==> config.mk <==
export PLATFORM = sky130hd
export DESIGN_NAME = sse_top
export DESIGN_NICKNAME = d
export VERILOG_FILES = /design/src/sse_pkg.sv /design/src/sse_sync.sv /design/src/sse_top.sv
export VERILOG_INCLUDE_DIRS = /design/src
export SDC_FILE = /design/constraint.sdc
export NUM_CORES = 1
export LEC_CHECK = 0
export ABC_AREA = 1
export BUFFER_PORTS_ARGS = -buffer_cell sky130_fd_sc_hd__buf_2
export CORE_UTILIZATION = 45
export CTS_BUF_LIST = sky130_fd_sc_hd__clkbuf_8
export CTS_CLUSTER_SIZE = 40
export DETAILED_ROUTE_END_ITERATION = 12
export GPL_ROUTABILITY_DRIVEN = 0
export PLACE_DENSITY = 0.68
export REMOVE_ABC_BUFFERS = 1
export SLEW_MARGIN = 10
export SYNTH_ARGS = -nofsm -noshare
export SYNTH_HDL_FRONTEND = slang
export SYNTH_SLANG_ARGS = --single-unit
==> constraint.sdc <==
create_clock -name clk_i -period 4.6 [get_ports clk_i]
set_input_delay 1.15 -clock clk_i [delete_from_list [all_inputs] [get_ports clk_i]]
set_output_delay 1.15 -clock clk_i [all_outputs]
set_load 0.02 [all_outputs]
==> src/sse_cfg.svh <==
/*
  Constants for the servo stop and enable input block: parameter
  codes, register offsets and timing counts.
  Assumes inclusion by bare name from the package and the modules.
*/
`ifndef SSE_CFG_SVH
`define SSE_CFG_SVH

// Stop-function selection codes
`define SSE_STOP_SEL_IMMEDIATE 2'h0
`define SSE_STOP_SEL_DECEL 2'h2
// Automatic-input parameter value that forces the enable on
`define SSE_AUTO_ENABLE_CODE 4'h4
// Reset values of the parameter registers
`define SSE_STOP_SEL_RST 2'h2
`define SSE_AUTO_INPUT_RST 4'h0
`define SSE_INPUT_ASSIGN_RST 8'h00
`define SSE_READY_ASSIGN_RST 8'h00
`define SSE_MODE_RST 3'h0
// Torque-limit selection is assigned when this bit of the input assignment is set
`define SSE_TL_ASSIGN_BIT 0
// Default forced-stop deceleration time in ns and derived cycles at 250 MHz
`define SSE_DECEL_TIME_NS 1000000
`define SSE_CLK_PERIOD_NS 4
`define SSE_DECEL_CYCLES (`SSE_DECEL_TIME_NS / `SSE_CLK_PERIOD_NS)
// Register offsets (byte addresses)
`define SSE_REG_STOP_SEL 8'h00
`define SSE_REG_AUTO_INPUT 8'h04
`define SSE_REG_INPUT_ASSIGN 8'h08
`define SSE_REG_READY_ASSIGN 8'h0c
`define SSE_REG_MODE 8'h10
`define SSE_REG_STATUS 8'h14
`define SSE_REG_TORQUE 8'h18

`endif

==> src/sse_pkg.sv <==
/*
  Types for the servo stop and enable input block.
  Assumes sse_cfg.svh is present in the same folder.
*/
package sse_pkg;
  `include "sse_cfg.svh"

  // Control modes, including the three switching modes
  typedef enum logic [2:0] {
    SSE_MODE_POS,
    SSE_MODE_SPD,
    SSE_MODE_TRQ,
    SSE_MODE_POS_SPD,
    SSE_MODE_SPD_TRQ,
    SSE_MODE_TRQ_POS
  } sse_mode_type;

  // Drive states
  typedef enum logic [1:0] {
    SSE_ST_OFF,
    SSE_ST_ON,
    SSE_ST_DECEL,
    SSE_ST_STOPPED
  } sse_state_type;

  // Raw discrete inputs from the connector
  typedef struct packed {
    logic servo_enable_in;
    logic forced_stop_in;
    logic ext_torque_limit_select;
    logic mode_select_in;
  } sse_pins_type;

  // Classic Wishbone request
  typedef struct packed {
    logic cyc;
    logic stb;
    logic we;
    logic [3:0] sel;
    logic [7:0] adr;
    logic [31:0] dat;
  } sse_wb_req_type;

  // Drive outputs
  typedef struct packed {
    logic base_on;
    logic dyn_brake;
    logic brake_interlock_out;
    logic forced_stop;
    logic decel_active;
    logic torque_from_analog;
  } sse_drive_type;
endpackage : sse_pkg

==> src/sse_sync.sv <==
/*
  Two flip-flop synchroniser, one stage pair per bit.
  Assumes inputs come from pins outside the clock domain.
*/
`timescale 1ns/1ps
module sse_sync #(
  parameter int WIDTH = 4
) (
  input wire logic clk_i, // System clock
  input wire logic rst_i, // Synchronous reset, active high
  input wire logic [WIDTH-1:0] d_i, // Asynchronous inputs
  output logic [WIDTH-1:0] q_o // Synchronised outputs
);
  logic [WIDTH-1:0] meta;

  // First stage feeds only the second
  generate
    for (genvar i = 0; i < WIDTH; i++) begin : g_bit
      always_ff @(posedge clk_i) begin
        if (rst_i) begin
          meta[i] <= 1'b0;
          q_o[i] <= 1'b0;
        end else begin
          meta[i] <= d_i[i];
          q_o[i] <= meta[i];
        end
      end
    end
  endgenerate
endmodule : sse_sync

==> src/sse_top.sv <==
/*
  Servo stop and enable input logic: servo-enable input, the two
  alternative forced-stop inputs on one shared pin, brake interlock
  timing and gating of the analog torque limit.
  // Operation
  // - Six control modes change pin meanings
  // - Unused functions need parameter assignment first
  // - Analog torque limit needs assigned selection
  // - Setting 0 makes shared pin immediate stop
  // - Immediate stop: base off, dynamic brake
  // - Setting 2 decelerates, then releases brake interlock
  // - Setting 0 releases brake interlock at once
  // - Torque mode makes decel stop immediate
  // - Enable input on energises base circuit
  // - Enable input off coasts the motor
  // - Automatic-input value 4 forces enable on
  Assumes pins are asynchronous, a classic Wishbone master on clk_i,
  and an alarm from the same clock domain.
*/
`timescale 1ns/1ps
`include "sse_cfg.svh"
module sse_top #(
  parameter int DECEL_CYCLES = `SSE_DECEL_CYCLES
) (
  input wire logic clk_i, // 250 MHz clock
  input wire logic rst_i, // Synchronous reset, active high
  input sse_pkg::sse_pins_type pins_i, // Discrete inputs, active high = closed
  input wire logic alarm_i, // Alarm from protection logic
  input wire logic [11:0] analog_torque_limit_in_i, // Digitised analog torque limit
  input sse_pkg::sse_wb_req_type wb_i, // Wishbone request
  output logic [31:0] wb_dat_o, // Wishbone read data
  output logic wb_ack_o, // Wishbone acknowledge
  output sse_pkg::sse_drive_type drive_o, // Drive controls
  output logic malfunction_out_o // Alarm output, high = alarm
);
  import sse_pkg::*;

  // Elaboration check: the countdown needs at least one cycle
  if (DECEL_CYCLES < 1) begin : g_bad_decel
    $error("DECEL_CYCLES must be at least one");
  end

  localparam int CW = $clog2(DECEL_CYCLES + 1);

  // Parameter registers, drive state and countdown, synchronised pins
  logic [1:0] stop_function_select_param;
  logic [3:0] auto_input_on_param;
  logic [7:0] input_assign_param_first;
  logic [7:0] ready_output_assign_param;
  logic [2:0] mode_reg;
  sse_state_type state;
  sse_state_type next_state;
  logic [CW-1:0] decel_cnt;
  logic [CW-1:0] next_decel_cnt;
  sse_pins_type pins_s;
  logic [11:0] torque_limit_val;

  // Pins pass two flops before use; the stop line is stored inverted so the
  // flops' reset value reads as a closed stop line and no false stop follows reset
  localparam logic [3:0] PIN_IDLE = 4'h4;
  logic [3:0] pins_q;
  sse_sync #(
    .WIDTH($bits(sse_pins_type))
  ) u_sync (
    .clk_i(clk_i),
    .rst_i(rst_i),
    .d_i(pins_i ^ PIN_IDLE),
    .q_o(pins_q)
  );
  assign pins_s = pins_q ^ PIN_IDLE;

  // Mode decode; switching modes pick their second mode by the select pin
  wire logic [2:0] mode_w = mode_reg;
  wire logic in_torque = (mode_w == 3'(SSE_MODE_TRQ)) ||
    ((mode_w == 3'(SSE_MODE_SPD_TRQ)) && pins_s.mode_select_in) ||
    ((mode_w == 3'(SSE_MODE_TRQ_POS)) && !pins_s.mode_select_in);

  // Stop-function decode
  wire logic sel_immediate = (stop_function_select_param == `SSE_STOP_SEL_IMMEDIATE);
  wire logic sel_decel = (stop_function_select_param == `SSE_STOP_SEL_DECEL);
  // Shared pin is read as one function only
  wire logic stop_open = !pins_s.forced_stop_in;
  wire logic imm_stop_open = stop_open && sel_immediate;
  wire logic dec_stop_open = stop_open && !sel_immediate;
  // Decelerating stop in torque mode behaves as immediate
  wire logic dec_as_imm = dec_stop_open && in_torque;
  wire logic use_decel = sel_decel && !in_torque;
  wire logic hard_stop = imm_stop_open || dec_as_imm || (alarm_i && !use_decel);
  wire logic soft_stop = (dec_stop_open && !in_torque) || (alarm_i && use_decel);

  // Servo enable, forced on by the automatic-input code
  wire logic enable_eff = pins_s.servo_enable_in ||
    (auto_input_on_param == `SSE_AUTO_ENABLE_CODE);

  // Analog torque limit used only when selection is assigned and on
  wire logic tl_assigned = input_assign_param_first[`SSE_TL_ASSIGN_BIT];
  wire logic tl_use_analog = tl_assigned && pins_s.ext_torque_limit_select;

  // Next-state logic of the drive
  always_comb begin
    next_state = state;
    next_decel_cnt = decel_cnt;
    case (state)
      SSE_ST_OFF: begin
        if (hard_stop || soft_stop) begin
          next_state = SSE_ST_STOPPED;
        end else if (enable_eff) begin
          next_state = SSE_ST_ON;
        end
      end
      SSE_ST_ON: begin
        if (hard_stop) begin
          next_state = SSE_ST_STOPPED;
        end else if (soft_stop) begin
          next_state = SSE_ST_DECEL;
          next_decel_cnt = CW'(DECEL_CYCLES);
        end else if (!enable_eff) begin
          next_state = SSE_ST_OFF;
        end
      end
      SSE_ST_DECEL: begin
        if (hard_stop || decel_cnt == '0) begin
          next_state = SSE_ST_STOPPED;
        end else begin
          next_decel_cnt = decel_cnt - CW'(1);
        end
      end
      SSE_ST_STOPPED: begin
        if (!hard_stop && !soft_stop) begin
          next_state = SSE_ST_OFF;
        end
      end
      default: begin
        next_state = SSE_ST_OFF;
      end
    endcase
  end

  // Drive state registers
  always_ff @(posedge clk_i) begin
    if (rst_i) begin
      state <= SSE_ST_OFF;
      decel_cnt <= '0;
    end else begin
      state <= next_state;
      decel_cnt <= next_decel_cnt;
    end
  end

  // Next outputs
  wire logic next_base_on = (next_state == SSE_ST_ON) || (next_state == SSE_ST_DECEL);
  wire logic next_dyn_brake = (next_state == SSE_ST_STOPPED);
  // Brake interlock held on while running or decelerating
  wire logic next_brake = next_base_on;

  // Registered drive outputs
  always_ff @(posedge clk_i) begin
    if (rst_i) begin
      drive_o <= '0;
      malfunction_out_o <= 1'b0;
      torque_limit_val <= '0;
    end else begin
      drive_o.base_on <= next_base_on;
      drive_o.dyn_brake <= next_dyn_brake;
      drive_o.brake_interlock_out <= next_brake;
      drive_o.forced_stop <= next_dyn_brake;
      drive_o.decel_active <= (next_state == SSE_ST_DECEL);
      drive_o.torque_from_analog <= tl_use_analog;
      malfunction_out_o <= alarm_i;
      torque_limit_val <= tl_use_analog ? analog_torque_limit_in_i : 12'h000;
    end
  end

  // Wishbone decode
  wire logic wb_req = wb_i.cyc && wb_i.stb && !wb_ack_o;
  wire logic wb_wr = wb_req && wb_i.we && wb_i.sel[0];
  wire logic hit_stop = (wb_i.adr == `SSE_REG_STOP_SEL);
  wire logic hit_auto = (wb_i.adr == `SSE_REG_AUTO_INPUT);
  wire logic hit_inas = (wb_i.adr == `SSE_REG_INPUT_ASSIGN);
  wire logic hit_rdas = (wb_i.adr == `SSE_REG_READY_ASSIGN);
  wire logic hit_mode = (wb_i.adr == `SSE_REG_MODE);
  wire logic hit_stat = (wb_i.adr == `SSE_REG_STATUS);
  wire logic hit_trq = (wb_i.adr == `SSE_REG_TORQUE);
  // Status: state, outputs and synchronised pins
  wire logic [31:0] status_w = {20'h00000, pins_s, 2'h0, drive_o.decel_active,
    drive_o.dyn_brake, drive_o.brake_interlock_out, drive_o.base_on, 2'(state)};
  // Read mux, unmapped reads return zero
  wire logic [31:0] rd_w =
    hit_stop ? {30'h00000000, stop_function_select_param} :
    hit_auto ? {28'h0000000, auto_input_on_param} :
    hit_inas ? {24'h000000, input_assign_param_first} :
    hit_rdas ? {24'h000000, ready_output_assign_param} :
    hit_mode ? {29'h00000000, mode_reg} :
    hit_stat ? status_w :
    hit_trq ? {20'h00000, torque_limit_val} : 32'h00000000;

  // Parameter writes, selection takes effect at once
  always_ff @(posedge clk_i) begin
    if (rst_i) begin
      stop_function_select_param <= `SSE_STOP_SEL_RST;
      auto_input_on_param <= `SSE_AUTO_INPUT_RST;
      input_assign_param_first <= `SSE_INPUT_ASSIGN_RST;
      ready_output_assign_param <= `SSE_READY_ASSIGN_RST;
      mode_reg <= `SSE_MODE_RST;
    end else if (wb_wr) begin
      if (hit_stop) stop_function_select_param <= wb_i.dat[1:0];
      if (hit_auto) auto_input_on_param <= wb_i.dat[3:0];
      if (hit_inas) input_assign_param_first <= wb_i.dat[7:0];
      if (hit_rdas) ready_output_assign_param <= wb_i.dat[7:0];
      if (hit_mode && wb_i.dat[2:0] <= 3'(SSE_MODE_TRQ_POS)) mode_reg <= wb_i.dat[2:0];
    end
  end

  // Acknowledge one cycle after request, dropped the cycle after
  always_ff @(posedge clk_i) begin
    if (rst_i) begin
      wb_ack_o <= 1'b0;
      wb_dat_o <= '0;
    end else begin
      wb_ack_o <= wb_req;
      wb_dat_o <= wb_req ? rd_w : 32'h00000000;
    end
  end
endmodule : sse_top

==> reports/metrics.cfg <==
[outcome]
status=finished clean

[sta]
report.final.slew_viol_count=0
timing.final.crit_period_ns=2.384
worst_slack_ns=2.216
setup_viol=0
max_freq_ghz=0.4194
rsz0062_at_grt=no
timing.setup.tns_ns=0
finalClockSkew_ns=0.008119
post-route-period-util=0.5183
finalHoldViolations=0
tightest_slew_ns=0.9541
slew_headroom=0.3616

[logic_synthesis]
postSynthCellCount=562
synth-async-reset-ratio=0
ys_seq_elements=83
syn_area_per_cell_um2=7.069
yosys_warnings=0
synth_cell_types=30
ys.flop_type=dfxtp_1
synth-edff-count=0
yosysSeqAreaShare=0.4183
netlist_area_um2=3973

[route]
vias=3573
drt_iter0_markers=140
wire_per_inst_um=12.24
drc=0
drt_wl_total_mm=8.886
vias_per_cell=4.921
drtPass1Iterations=4
drtAntennaViolNets=0

[finish]
fin_nets=686
antenna_cells=0
final_common_cell=nor2_1
layout_common_cells=nor2_1 (110), nand2_1 (87), dfxtp_1 (83)
reg_top3=decel_cnt (18), torque_limit_val (12), wb_dat_o (12)
top_register=decel_cnt
area_delta_synth_final_pct=12.09
layout-drive-gt1-share=0.1868
largest_reg_flops=18

[die]
die_height_um=95.96
start_util=0.4740
die_w_um=95.96
boundaryPins=106
core.rowCount=33
die_area_um2=9207
design.core.area_um2=8382

[global_route]
grt_pass1_vias=3231
grt_max_degree=33
grt_antenna_before_repair=0
gr-total-overflow=0
gr-usage-all-layers=0.2054
grt_pass1_wl_mm=14.68

[worst_setup_path]
crit_path_start_kind=primary input
r2r_start=state[1]
crit_start=rst_i
r2r_cells=6
worstPathRequired_ns=4.88
end_kind=register
reg2reg_to=decel_cnt[13]
crit_path_max_fanout=32
critPathKind=primary input to register
rrSetupSlack_ns=2.33
cp-endpoint=wb_dat_o[8]
worstPathArrival_ns=2.66

[clock_network]
clock_sinks=83
clk_latency_ns=0.36
cts_buffers=9
path_clk_slew_ns=0.08
postCtsSetupRepairBufs=0
clock_path_buffers=2
cts_tree=done
hold_buffers=0
cts-root-buf=clkbuf_8
cts_htree_levels=3
cts_resized=0

[power_and_ir_drop]
p_clk_frac=0.301
leakage_nw=2.115
swShare=0.3314
p_comb_frac=0.271
ir_worst_vdd_mv=0.2479
internal_power_w=0.001246
seqPwrFrac=0.428
power_density_nw_per_um2=418.6
p_sw_w=0.0006177

[hold_path]
hp-class=register to register

[placement]
place_ws_ns=1.829
dp_hpwl_mm=6.391
portBuffers=58

[flow_run]
cap_violations=0

[synthesized netlist by cell type, types with 5 or more instances]
cell,number,area share
nor2_1,110,0.10
nand2_1,87,0.082
dfxtp_1,83,0.42
inv_1,61,0.058
nand3_1,50,0.063
a21oi_1,35,0.044
o21ai_0,29,0.037
buf_4,23,0.043
inv_2,10,0.0094
a21oi_2,9,0.020
nand2_2,7,0.011
clkbuf_1,6,0.0057
nand4_1,6,0.0094
or2_2,5,0.0079
[worst min path at each step]
stage                               from            end  slack [ns]  depth (start not counted)
final                     u_sync.meta[0]  u_sync.q_o[0]        0.41                          2
after global routing      u_sync.meta[0]  u_sync.q_o[0]        0.42                          2
after CTS                 u_sync.meta[2]  u_sync.q_o[2]        0.41                          2
after detailed placement  u_sync.meta[2]  u_sync.q_o[2]        0.40                          2
after global placement    u_sync.meta[0]  u_sync.q_o[0]        0.39                          2
after floorplan           u_sync.meta[0]  u_sync.q_o[0]        0.39                          2
[routing by layer]
| metal | up-vias | GRT usage | part of all wire |
|---|---|---|---|
| li1 | 1850 | - | - |
| met1 | 1618 | 0.2654 | 0.48 |
| met2 | 95 | 0.3440 | 0.46 |
| met3 | 10 | 0.04265 | 0.053 |
| met4 | 0 | 0.06095 | 0.0095 |
| met5 | - | 0 | 0 |
[metrics by stage]
| step | hold WS [ns] | util | cell area [µm²] | instances | total power (W) |
|---|---|---|---|---|---|
| CTS | 0.4092 | 0.5313 | 4453 | 726 | 0.001875 |
| floorplan | 0.3883 | - | 3810 | 546 | 0.001205 |
| finish | 0.4058 | 0.5313 | 4453 | 726 | 0.001864 |
| global placement | 0.3919 | 0.5066 | 4247 | 711 | 0.001307 |
| detailed placement | 0.3973 | 0.5066 | 4247 | 711 | 0.001317 |
| global route | 0.4229 | 0.5313 | 4453 | 726 | 0.001988 |
[layout make-up]
type	instances	area, µm²
clock buffers	9	123.9
clock inverters	6	82.58
fillers	810	3929
inverters	71	266.5
multi-input cells	392	1882
flip-flops and latches	83	1662
well taps	105	131.4
repair buffers	60	305.3
[critical path, cell delays in order]
cell and delay (ns):
buf_2 0.32, nor2_1 0.22, inv_1 0.09, nor2_1 0.20, nand2_1 0.15, inv_2 0.11, nand4_1 0.21, a21oi_1 0.20
[kinds of logic after synthesis]
| family | after synthesis | synth area share |
|---|---|---|
| adders and majority gates | 3 | 0.009450 |
| DFF | 83 | 0.4183 |
| AOI/OAI and AO/OA | 81 | 0.1134 |
| buffers and inverters | 106 | 0.1260 |
| xor gates and xnor gates | 8 | 0.01764 |
| and+or+nand+nor | 280 | 0.3143 |
| other | 1 | 0.0009440 |
[power by group through the flow]
| stage | Sequential [W] | Combinational [W] | Clock, W |
|---|---|---|---|
| final | 0.000798 | 0.000505 | 0.000561 |
| after detailed placement | 0.000813 | 0.000504 | 0 |
| after global placement | 0.000812 | 0.000495 | 0 |
| after global routing | 0.000803 | 0.000583 | 0.000602 |
| after floorplan | 0.000815 | 0.000390 | 0 |
| after CTS | 0.000797 | 0.000505 | 0.000573 |
Power figures use the tool's default switching activity.
